$ cat config.mk
export PLATFORM = sky130hd
export DESIGN_NAME = nco_phase_offset_and_output
export DESIGN_NICKNAME = d
export VERILOG_FILES = /design/src/rtl/nco_pkg.sv /design/src/rtl/sincos_lookup.sv /design/src/rtl/serial_shifter.sv /design/src/rtl/nco_phase_offset_and_output.sv
export SDC_FILE = /design/constraint.sdc
export NUM_CORES = 2
export LEC_CHECK = 0
export BUFFER_PORTS_ARGS = -buffer_cell sky130_fd_sc_hd__buf_2
export CAP_MARGIN = 25
export CORE_ASPECT_RATIO = 1.5
export CORE_UTILIZATION = 47
export CTS_BUF_LIST = sky130_fd_sc_hd__clkbuf_4
export DETAILED_ROUTE_END_ITERATION = 8
export PLACE_DENSITY = 0.67
export SKIP_LAST_GASP = 1
export SLEW_MARGIN = 15
export SYNTH_ARGS = -nofsm -noshare
export SYNTH_HDL_FRONTEND = slang
export SYNTH_SLANG_ARGS = --single-unit
$ cat constraint.sdc
create_clock -name sys_clk_i -period 32 [get_ports sys_clk_i]
set_input_delay 3.2 -clock sys_clk_i [delete_from_list [all_inputs] [get_ports sys_clk_i]]
set_output_delay 3.2 -clock sys_clk_i [all_outputs]
set_load 0.01 [all_outputs]
$ cat src/rtl/nco_pkg.sv
package nco_pkg;
    localparam int ADDR_W = 8;
    localparam int DATA_W = 32;
    localparam int SAMPLE_W = 16;
    localparam int PHASE_W = 32;
    localparam int INST_W = 28;
    localparam int LUT_W = 20;
    localparam int OFFSET_W = 16;
    localparam int PSK_W = 3;

    // Register byte offsets
    localparam logic [ADDR_W-1:0] PHASE_INPUT_OFS = 8'h00;
    localparam logic [ADDR_W-1:0] TIMER_LSB_OFS = 8'h04;
    localparam logic [ADDR_W-1:0] TIMER_MSB_OFS = 8'h08;
    localparam logic [ADDR_W-1:0] CONTROL_OFS = 8'h0C;
    localparam logic [ADDR_W-1:0] OFFSET_STAT_OFS = 8'h10;
    localparam logic [ADDR_W-1:0] TIMER_STAT_OFS = 8'h14;
    localparam logic [ADDR_W-1:0] PHASE_STAT_OFS = 8'h18;

    // Control register field positions
    localparam int CTRL_SRC_BIT = 0;
    localparam int CTRL_BIN_BIT = 1;
    localparam int CTRL_SER_BIT = 2;
    localparam int CTRL_TEST_BIT = 3;
    localparam int CTRL_W = 4;

    // Reset values
    localparam logic [OFFSET_W-1:0] PHASE_INPUT_RST = 16'h0000;
    localparam logic [OFFSET_W-1:0] TIMER_HALF_RST = 16'h0000;
    localparam logic [CTRL_W-1:0] CONTROL_RST = 4'h0;
    localparam logic [PHASE_W-1:0] TIMER_INCR_RST = 32'h0000_0000;
    localparam logic [OFFSET_W-1:0] OFFSET_RST = 16'h0000;

    // Sample limits and serial word length
    localparam logic [SAMPLE_W-1:0] SAMPLE_MAX = 16'h7FFF;
    localparam int SERIAL_BITS = 16;
endpackage

$ cat src/rtl/sincos_lookup.sv
`timescale 1ns/1ps
`default_nettype none
module sincos_lookup
    import nco_pkg::*;
(
    input  wire logic                clk_i,      // System clock
    input  wire logic                rst_i,      // Sync reset, high
    input  wire logic                ce_i,       // Clock enable
    input  wire logic [LUT_W-1:0]    addr_i,     // Phase address
    output logic      [SAMPLE_W-1:0] sine_o,     // Registered sine
    output logic      [SAMPLE_W-1:0] cosine_o    // Registered cosine
);
    logic [LUT_W-1:0]    cos_addr;
    logic [SAMPLE_W-1:0] sine_next;
    logic [SAMPLE_W-1:0] cosine_next;

    // Parabolic half-wave shape; exact ROM contents are not modelled
    function automatic logic [SAMPLE_W-1:0] wave(input logic [LUT_W-1:0] a);
        logic [18:0]    x;
        logic [19:0]    rest;
        logic [38:0]    prod;
        logic [16:0]    m17;
        logic [SAMPLE_W-1:0] mag;
        x = a[18:0];
        rest = 20'h80000 - {1'b0, x};
        prod = {20'h00000, x} * {19'h00000, rest};
        m17 = prod[37:21];
        // Clamp keeps 8000H from ever appearing
        mag = (m17 > {1'b0, SAMPLE_MAX}) ? SAMPLE_MAX : m17[15:0];
        wave = a[19] ? (16'h0000 - mag) : mag;
    endfunction

    // Quarter turn ahead gives cosine
    assign cos_addr = addr_i + 20'h40000;

    always_comb begin
        sine_next = wave(addr_i);
        cosine_next = wave(cos_addr);
    end

    // One pipeline stage
    always_ff @(posedge clk_i) begin
        if (rst_i) begin
            sine_o <= 16'h0000;
            cosine_o <= 16'h0000;
        end else if (ce_i) begin
            sine_o <= sine_next;
            cosine_o <= cosine_next;
        end
    end
endmodule
`default_nettype wire

$ cat src/rtl/serial_shifter.sv
`timescale 1ns/1ps
`default_nettype none
module serial_shifter
    import nco_pkg::*;
#(
    parameter int WIDTH = SAMPLE_W
) (
    input  wire logic             clk_i,        // System clock
    input  wire logic             rst_i,        // Sync reset, high
    input  wire logic             ce_i,         // Clock enable
    input  wire logic             load_i,       // Load new word
    input  wire logic [WIDTH-1:0] word_i,       // Parallel word
    output logic                  msb_first_o,  // MSB-first stream
    output logic                  lsb_first_o   // LSB-first stream
);
    logic [WIDTH-1:0] msb_sr_reg;
    logic [WIDTH-1:0] lsb_sr_reg;

    // Two shifters, one per bit order
    always_ff @(posedge clk_i) begin
        if (rst_i) begin
            msb_sr_reg <= '0;
            lsb_sr_reg <= '0;
        end else if (ce_i) begin
            if (load_i) begin
                msb_sr_reg <= word_i;
                lsb_sr_reg <= word_i;
            end else begin
                msb_sr_reg <= {msb_sr_reg[WIDTH-2:0], 1'b0};
                // Arithmetic shift repeats sign once word runs out
                lsb_sr_reg <= {lsb_sr_reg[WIDTH-1], lsb_sr_reg[WIDTH-1:1]};
            end
        end
    end

    assign msb_first_o = msb_sr_reg[WIDTH-1];
    assign lsb_first_o = lsb_sr_reg[0];
endmodule
`default_nettype wire

$ cat src/rtl/nco_phase_offset_and_output.sv
// Chosen here: the address map and the address-and-strobe port.
`timescale 1ns/1ps
`default_nettype none
module nco_phase_offset_and_output
    import nco_pkg::*;
(
    input  wire logic                sys_clk_i,          // 125 MHz clock
    input  wire logic                rst_i,              // Sync reset, high
    input  wire logic                ce_i,               // Clock enable
    input  wire logic [ADDR_W-1:0]   addr_i,             // Register address
    input  wire logic [DATA_W-1:0]   wr_data_i,          // Write data
    input  wire logic                wr_strobe_i,        // Write strobe
    input  wire logic                rd_strobe_i,        // Read strobe
    output logic      [DATA_W-1:0]   rd_data_o,          // Read data
    input  wire logic [PHASE_W-1:0]  accum_phase_i,      // Accumulated phase
    input  wire logic [PSK_W-1:0]    psk_phase_code_i,   // PSK phase code
    input  wire logic                phase_offset_load_n_i, // Offset load, low
    input  wire logic                timer_incr_load_n_i,   // Incr load, low
    input  wire logic                accum_enable_n_i,   // Serial load, low
    output logic                     timer_carry_out_o,  // Timer tick
    output logic                     serial_word_strobe_o, // New word strobe
    output logic      [SAMPLE_W-1:0] sine_out_o,         // Sine bus
    output logic      [SAMPLE_W-1:0] cosine_out_o        // Cosine bus
);
    // Register port state
    logic [OFFSET_W-1:0] phase_input_reg;
    logic [OFFSET_W-1:0] timer_lsb_reg;
    logic [OFFSET_W-1:0] timer_msb_reg;
    logic [CTRL_W-1:0]   control_reg;
    logic                phase_source_select;
    logic                offset_binary_select;
    logic                serial_output_select;
    logic                test_select;

    // Load enables and offset path
    logic                offset_load_n_reg;
    logic                timer_load_n_reg;
    logic [OFFSET_W-1:0] phase_offset_reg;
    logic [OFFSET_W-1:0] phase_offset_next;
    logic [PSK_W-1:0]    psk_top;

    // Timer
    logic [PHASE_W-1:0]  timer_incr_reg;
    logic [PHASE_W-1:0]  timer_acc_reg;
    logic [PHASE_W:0]    timer_sum;
    logic                timer_carry_reg;

    // Phase pipeline
    logic [PHASE_W-1:0]  offset_sum;
    logic [INST_W-1:0]   inst_phase_reg;
    logic [INST_W-1:0]   inst_phase_dly_reg;

    // Lookup and output coding
    logic [SAMPLE_W-1:0] lut_sine;
    logic [SAMPLE_W-1:0] lut_cosine;
    logic [SAMPLE_W-1:0] fmt_sine;
    logic [SAMPLE_W-1:0] fmt_cosine;

    // Serial path
    logic                shift_load;
    logic                word_loaded_reg;
    logic                strobe_reg;
    logic                sine_msb_bit;
    logic                sine_lsb_bit;
    logic                cosine_msb_bit;
    logic                cosine_lsb_bit;

    // Output and read registers
    logic [SAMPLE_W-1:0] sine_reg;
    logic [SAMPLE_W-1:0] sine_next;
    logic [SAMPLE_W-1:0] cosine_reg;
    logic [SAMPLE_W-1:0] cosine_next;
    logic [DATA_W-1:0]   rd_data_reg;
    logic [DATA_W-1:0]   rd_data_next;

    // Control bits decoded once
    assign phase_source_select = control_reg[CTRL_SRC_BIT];
    assign offset_binary_select = control_reg[CTRL_BIN_BIT];
    assign serial_output_select = control_reg[CTRL_SER_BIT];
    assign test_select = control_reg[CTRL_TEST_BIT];

    // Input registers written over the register port
    // Status offsets are read only; writes fall through
    always_ff @(posedge sys_clk_i) begin
        if (rst_i) begin
            phase_input_reg <= PHASE_INPUT_RST;
            timer_lsb_reg <= TIMER_HALF_RST;
            timer_msb_reg <= TIMER_HALF_RST;
            control_reg <= CONTROL_RST;
        end else if (ce_i && wr_strobe_i) begin
            unique case (addr_i)
                PHASE_INPUT_OFS: phase_input_reg <= wr_data_i[OFFSET_W-1:0];
                TIMER_LSB_OFS:   timer_lsb_reg <= wr_data_i[OFFSET_W-1:0];
                TIMER_MSB_OFS:   timer_msb_reg <= wr_data_i[OFFSET_W-1:0];
                CONTROL_OFS:     control_reg <= wr_data_i[CTRL_W-1:0];
                default: begin
                end
            endcase
        end
    end

    // Read mux; unmapped addresses read zero
    always_comb begin
        rd_data_next = '0;
        if (rd_strobe_i) begin
            unique case (addr_i)
                PHASE_INPUT_OFS: rd_data_next = {16'h0000, phase_input_reg};
                TIMER_LSB_OFS:   rd_data_next = {16'h0000, timer_lsb_reg};
                TIMER_MSB_OFS:   rd_data_next = {16'h0000, timer_msb_reg};
                CONTROL_OFS:     rd_data_next = {28'h0000000, control_reg};
                OFFSET_STAT_OFS: rd_data_next = {16'h0000, phase_offset_reg};
                TIMER_STAT_OFS:  rd_data_next = timer_incr_reg;
                PHASE_STAT_OFS:  rd_data_next = {4'h0, inst_phase_reg};
                default:         rd_data_next = '0;
            endcase
        end
    end

    // Read data stands only in the cycle after the strobe
    // Cleared otherwise, so no stale word lingers
    always_ff @(posedge sys_clk_i) begin
        if (rst_i) begin
            rd_data_reg <= '0;
        end else if (ce_i) begin
            rd_data_reg <= rd_data_next;
        end
    end

    // Load enables are registered before they steer their targets
    // Costs a cycle of load latency, buys timing margin
    always_ff @(posedge sys_clk_i) begin
        if (rst_i) begin
            offset_load_n_reg <= 1'b1;
            timer_load_n_reg <= 1'b1;
        end else if (ce_i) begin
            offset_load_n_reg <= phase_offset_load_n_i;
            timer_load_n_reg <= timer_incr_load_n_i;
        end
    end

    // PSK code to top offset bits; upper codes are not binary
    // order, 100 and 110 swap 270 and 180 degrees
    always_comb begin
        unique case (psk_phase_code_i)
            3'h0: psk_top = 3'h0;  // 0 degrees
            3'h1: psk_top = 3'h1;  // 45 degrees
            3'h2: psk_top = 3'h2;  // 90 degrees
            3'h3: psk_top = 3'h3;  // 135 degrees
            3'h4: psk_top = 3'h6;  // 270 degrees
            3'h5: psk_top = 3'h7;  // 315 degrees
            3'h6: psk_top = 3'h4;  // 180 degrees
            3'h7: psk_top = 3'h5;  // 225 degrees
        endcase
    end

    // Offset source: phase input or mapped PSK code
    always_comb begin
        if (phase_source_select) begin
            phase_offset_next = phase_input_reg;
        end else begin
            phase_offset_next = {psk_top, 13'h0000};
        end
    end

    // Offset register, gated by the registered enable
    always_ff @(posedge sys_clk_i) begin
        if (rst_i) begin
            phase_offset_reg <= OFFSET_RST;
        end else if (ce_i && !offset_load_n_reg) begin
            phase_offset_reg <= phase_offset_next;
        end
    end

    // Timer increment register
    always_ff @(posedge sys_clk_i) begin
        if (rst_i) begin
            timer_incr_reg <= TIMER_INCR_RST;
        end else if (ce_i && !timer_load_n_reg) begin
            timer_incr_reg <= {timer_msb_reg, timer_lsb_reg};
        end
    end

    // Increment value is software's job to choose
    assign timer_sum = {1'b0, timer_acc_reg} + {1'b0, timer_incr_reg};

    // Timer accumulator; carry is registered so the tick is glitch free
    // Wrap is silent; the carry is its only sign
    always_ff @(posedge sys_clk_i) begin
        if (rst_i) begin
            timer_acc_reg <= '0;
            timer_carry_reg <= 1'b0;
        end else if (ce_i) begin
            timer_acc_reg <= timer_sum[PHASE_W-1:0];
            timer_carry_reg <= timer_sum[PHASE_W];
        end
    end

    // Offset adds only to the upper half of the phase
    // Carry out of the top is dropped; phase wraps
    assign offset_sum = accum_phase_i + {phase_offset_reg, 16'h0000};

    // Stage 1: instantaneous phase, top 28 bits kept
    // Low 4 bits are lost here for good
    always_ff @(posedge sys_clk_i) begin
        if (rst_i) begin
            inst_phase_reg <= '0;
            inst_phase_dly_reg <= '0;
        end else if (ce_i) begin
            inst_phase_reg <= offset_sum[PHASE_W-1:PHASE_W-INST_W];
            // Delay matches the lookup stage so test mode has equal latency
            inst_phase_dly_reg <= inst_phase_reg;
        end
    end

    // Stage 2: lookup on the upper 20 phase bits
    // Shape only approximates a sine
    sincos_lookup u_lookup (
        .clk_i    (sys_clk_i),
        .rst_i    (rst_i),
        .ce_i     (ce_i),
        .addr_i   (inst_phase_reg[INST_W-1:INST_W-LUT_W]),
        .sine_o   (lut_sine),
        .cosine_o (lut_cosine)
    );

    // Offset binary flips only the top bit
    // Zero stays out, as 8000H never leaves the lookup
    assign fmt_sine = {lut_sine[SAMPLE_W-1] ^ offset_binary_select,
                       lut_sine[SAMPLE_W-2:0]};
    assign fmt_cosine = {lut_cosine[SAMPLE_W-1] ^ offset_binary_select,
                         lut_cosine[SAMPLE_W-2:0]};

    // Enable low for one cycle loads a serial word
    // Used live, so the load edge is the enable edge
    assign shift_load = serial_output_select && !accum_enable_n_i;

    serial_shifter #(
        .WIDTH (SAMPLE_W)
    ) u_sine_shift (
        .clk_i       (sys_clk_i),
        .rst_i       (rst_i),
        .ce_i        (ce_i),
        .load_i      (shift_load),
        .word_i      (fmt_sine),
        .msb_first_o (sine_msb_bit),
        .lsb_first_o (sine_lsb_bit)
    );

    serial_shifter #(
        .WIDTH (SAMPLE_W)
    ) u_cosine_shift (
        .clk_i       (sys_clk_i),
        .rst_i       (rst_i),
        .ce_i        (ce_i),
        .load_i      (shift_load),
        .word_i      (fmt_cosine),
        .msb_first_o (cosine_msb_bit),
        .lsb_first_o (cosine_lsb_bit)
    );

    // Strobe aligns with the output register showing the first bit
    // Two stages: shifter load, then output register
    always_ff @(posedge sys_clk_i) begin
        if (rst_i) begin
            word_loaded_reg <= 1'b0;
            strobe_reg <= 1'b0;
        end else if (ce_i) begin
            word_loaded_reg <= shift_load;
            strobe_reg <= word_loaded_reg;
        end
    end

    // Output mux; test bypass only while serial select is high
    // Parallel mode passes coded samples straight on
    always_comb begin
        sine_next = fmt_sine;
        cosine_next = fmt_cosine;
        if (serial_output_select && test_select) begin
            sine_next = inst_phase_dly_reg[INST_W-1:12];
            cosine_next = {inst_phase_dly_reg[11:0], 4'h0};
        end else if (serial_output_select) begin
            // Unused serial bus bits held at zero
            sine_next = {sine_msb_bit, 14'h0000, sine_lsb_bit};
            cosine_next = {cosine_msb_bit, 14'h0000, cosine_lsb_bit};
        end
    end

    // Stage 3: output register; serial mode adds the shifter stage ahead of it
    // Shared by all modes; latency matches in parallel and test modes
    always_ff @(posedge sys_clk_i) begin
        if (rst_i) begin
            sine_reg <= 16'h0000;
            cosine_reg <= 16'h0000;
        end else if (ce_i) begin
            sine_reg <= sine_next;
            cosine_reg <= cosine_next;
        end
    end

    // Every output port is a flop
    assign rd_data_o = rd_data_reg;
    assign timer_carry_out_o = timer_carry_reg;
    assign serial_word_strobe_o = strobe_reg;
    assign sine_out_o = sine_reg;
    assign cosine_out_o = cosine_reg;
endmodule
`default_nettype wire

==> run metrics <==
Top-Level Pins=149; Die Y-Extent=334 µm; number of flops mapped to enable cells by yosys=0; total track usage=0.282; area delta synth->final=7.44%; CTS tree=built; post-route clock period utilization=0.383; # DRC=1; Routed Wire Length=104 mm; most area-consuming cells after synthesis=fa_1 (24%), dfxtp_1 (20%), ha_1 (9.1%); Cell Area, Synth=34600 µm²; Worst Setup Start Kind=register; Sink Count=353; vias in the first global route=29300; Reg area=7070 µm²; Top FF cell, synth=dfxtp_1; failing checks=design-rule violations; Rows=121; CP max stage cell=ha_1; RePlAce Congestion=0.925; Initial DRC Count=1802; worst-path fanout max=28; status=finished with violations; cell mode on critical path=fa_1; Setup Fix Bufs, Post-CTS=0; first-pass GRT wire length=161 mm; clock buffers created by TritonCTS=81; end of the worst register-to-register path=u_lookup.cosine_o[12]; synth unique cells=81; FF+latch count, synth=353; Post-CTS Resized=0; largest net degree at the start of global routing=99; post-synth top area share=0.244; slowest stage delay, CP=0.64 ns; Max Fclk=0.0815 GHz; routed wire length on met2=52.2 mm; final non-filler cell total=5089; Min-Delay Path Depth=2; Post-CTS Hold Buffers=0; final slew viol count=0; Clock Root Buffer=clkbuf_4; worst reg-to-reg path cell count=37; die area=74800 µm²; Post-Syn Instances=4029; Setup Crit Path Kind=reg2reg; DRT antenna net count=0; setup violators final=0; worst skew pair latency=0.86 ns; CTS max path bufs=3; Post-Route Setup TNS=0 ns; crit path DAT=12.90 ns; Worst Hold Launch=inst_phase_dly_reg[23]; met3 routed WL=5.10 mm; Top Layer Used=met4; setup slack, reg-to-reg=19.74 ns; wire length on met1=36.9 mm; detailed placement HPWL=77.4 mm; grt ovf=0; sequential-to-total area share from yosys stat=0.204; Crit path required time=32.64 ns; DR WL/cell=20.3 µm; Vias/cell=5.57; Cell Count Post-Placement=4943; # H-tree levels=3; Slew @ Worst Pin=1.02 ns; Hold Crit Class=reg2reg; crit path from=inst_phase_reg[9]; IO buf count=128; routed via count=28300; RSZ-0062 raised after global routing=false; crit end category=register; final-layout fill cell count=7025; Async SR Flop Fraction=0; Synth area leader=fa_1; multi-input logic area=24700 µm²; router iterations before antenna repair=9; Syn Area/Cell=8.59 µm²; DIE WIDTH=224 µm; total of max-cap violations=0; final worst path period need=12.26 ns; Syn. warnings=0; worst hold endpoint=sine_out_o[11]; relative slew slack=0.321; Final nets=4864; CTS clk-pin slew, worst paths=0.07 ns; clock skew=0.114 ns; initial antenna violation count=4; core area=72700 µm²; share of cells above drive strength 1=0.0857; initial core utilization=0.476; Fin. Hold Viols=0; Crit Reg-Reg Startpoint=inst_phase_reg[9]
synthesized netlist by cell type, types with 6 or more instances:
library cell and n:
a311oi_1 34, o31a_1 6, buf_1 18, clkbuf_1 196, nand4_1 14, nand2b_1 222
nor4_1 9, nor3b_1 6, mux2i_1 106, mux2_2 19, and2_1 66, o211a_1 8
a311o_1 6, fa_1 422, or3_1 10, a31oi_1 16, and3_1 18, o21a_1 11
xnor2_1 59, nor2b_1 138, a21oi_1 295, xor2_1 40, o21ai_0 75, a22oi_1 32
a211oi_1 86, o211ai_1 11, dfxtp_1 353, nand3_1 68, nand2_1 321, or2_2 9
inv_1 574, nor2_1 342, ha_1 253, a21o_1 62, o22ai_1 9, nor3_1 33
o21bai_1 6
routing by layer:
layer,global-route usage,vias to the layer above
li1,-,13200
met1,0.302,13800
met2,0.503,970
met3,0.0318,381
met4,0.224,0
met5,0,-
area by class of cell:
type                    instances  share of cell area
diodes                          3            0.000202
clock buffers                 116              0.0234
clock inverters                25             0.00424
inverters                     575              0.0581
multi-input cells            2918               0.665
flip-flops and latches        353               0.190
well taps                     922              0.0310
repair buffers                177              0.0280
layout by cell type, fill, tap and decap left out, types with 16 or more instances in the layout:
cell type	synthesis	layout
buf_2	3	126
a21oi_1	295	295
dfxtp_1	353	352
nand2b_1	222	221
buf_4	0	48
nand2_1	321	321
conb_1	2	36
and3_1	18	18
a21o_1	62	62
nor2b_1	138	137
nor2_1	342	339
a22oi_1	32	32
a211oi_1	86	86
ha_1	253	253
xor2_1	40	40
nor3_1	33	32
xnor2_1	59	59
o21ai_0	75	75
inv_1	574	574
mux2i_1	106	106
clkinv_1	1	17
a31oi_1	16	16
mux2_2	19	19
fa_1	422	422
clkbuf_4	0	116
and2_1	66	66
a311oi_1	34	34
nand3_1	68	68
worst max-delay path by stage:
| stage | end | cells past startpoint |
|---|---|---|
| floorplan | u_lookup.cosine_o[12] | 41 |
| global placement | u_lookup.cosine_o[12] | 37 |
| detailed placement | u_lookup.cosine_o[12] | 37 |
| CTS | u_lookup.cosine_o[12] | 37 |
| global route | u_lookup.cosine_o[12] | 37 |
| finish | u_lookup.cosine_o[12] | 37 |
worst max-delay path: cells and delay by family (launching register included):
kind / cells / cell delay, ns
flops: 1 / 0.31
simple gates: 14 / 4.53
buf+inv: 5 / 0.86
fa+ha+maj: 10 / 4.69
compound gates: 8 / 1.74
stage by stage:
step	utilization	cell area, µm²	worst slack [ns]	hold slack (ns)
floorplan	-	34700	21.77	0.442
global placement	0.497	36100	19.84	0.452
detailed placement	0.497	36100	19.82	0.457
CTS	0.512	37200	19.78	0.412
global route	0.512	37200	19.14	0.429
finish	0.512	37200	19.74	0.402
logic make-up (layout without fill, tap and decap cells):
logic type / after synthesis / after routing / synth area share
mux: 127 / 127 / 0.0381
flops: 353 / 353 / 0.204
compound gates: 711 / 711 / 0.132
other cells: 2 / 39 / 0.000217
fa+ha+maj: 676 / 676 / 0.336
buf+inv: 792 / 893 / 0.0860
xor+xnor: 99 / 99 / 0.0250
simple gates: 1269 / 1269 / 0.179
Power is not shown: default switching activity piles up to over one toggle a cycle in this logic, so the estimate is an artifact.
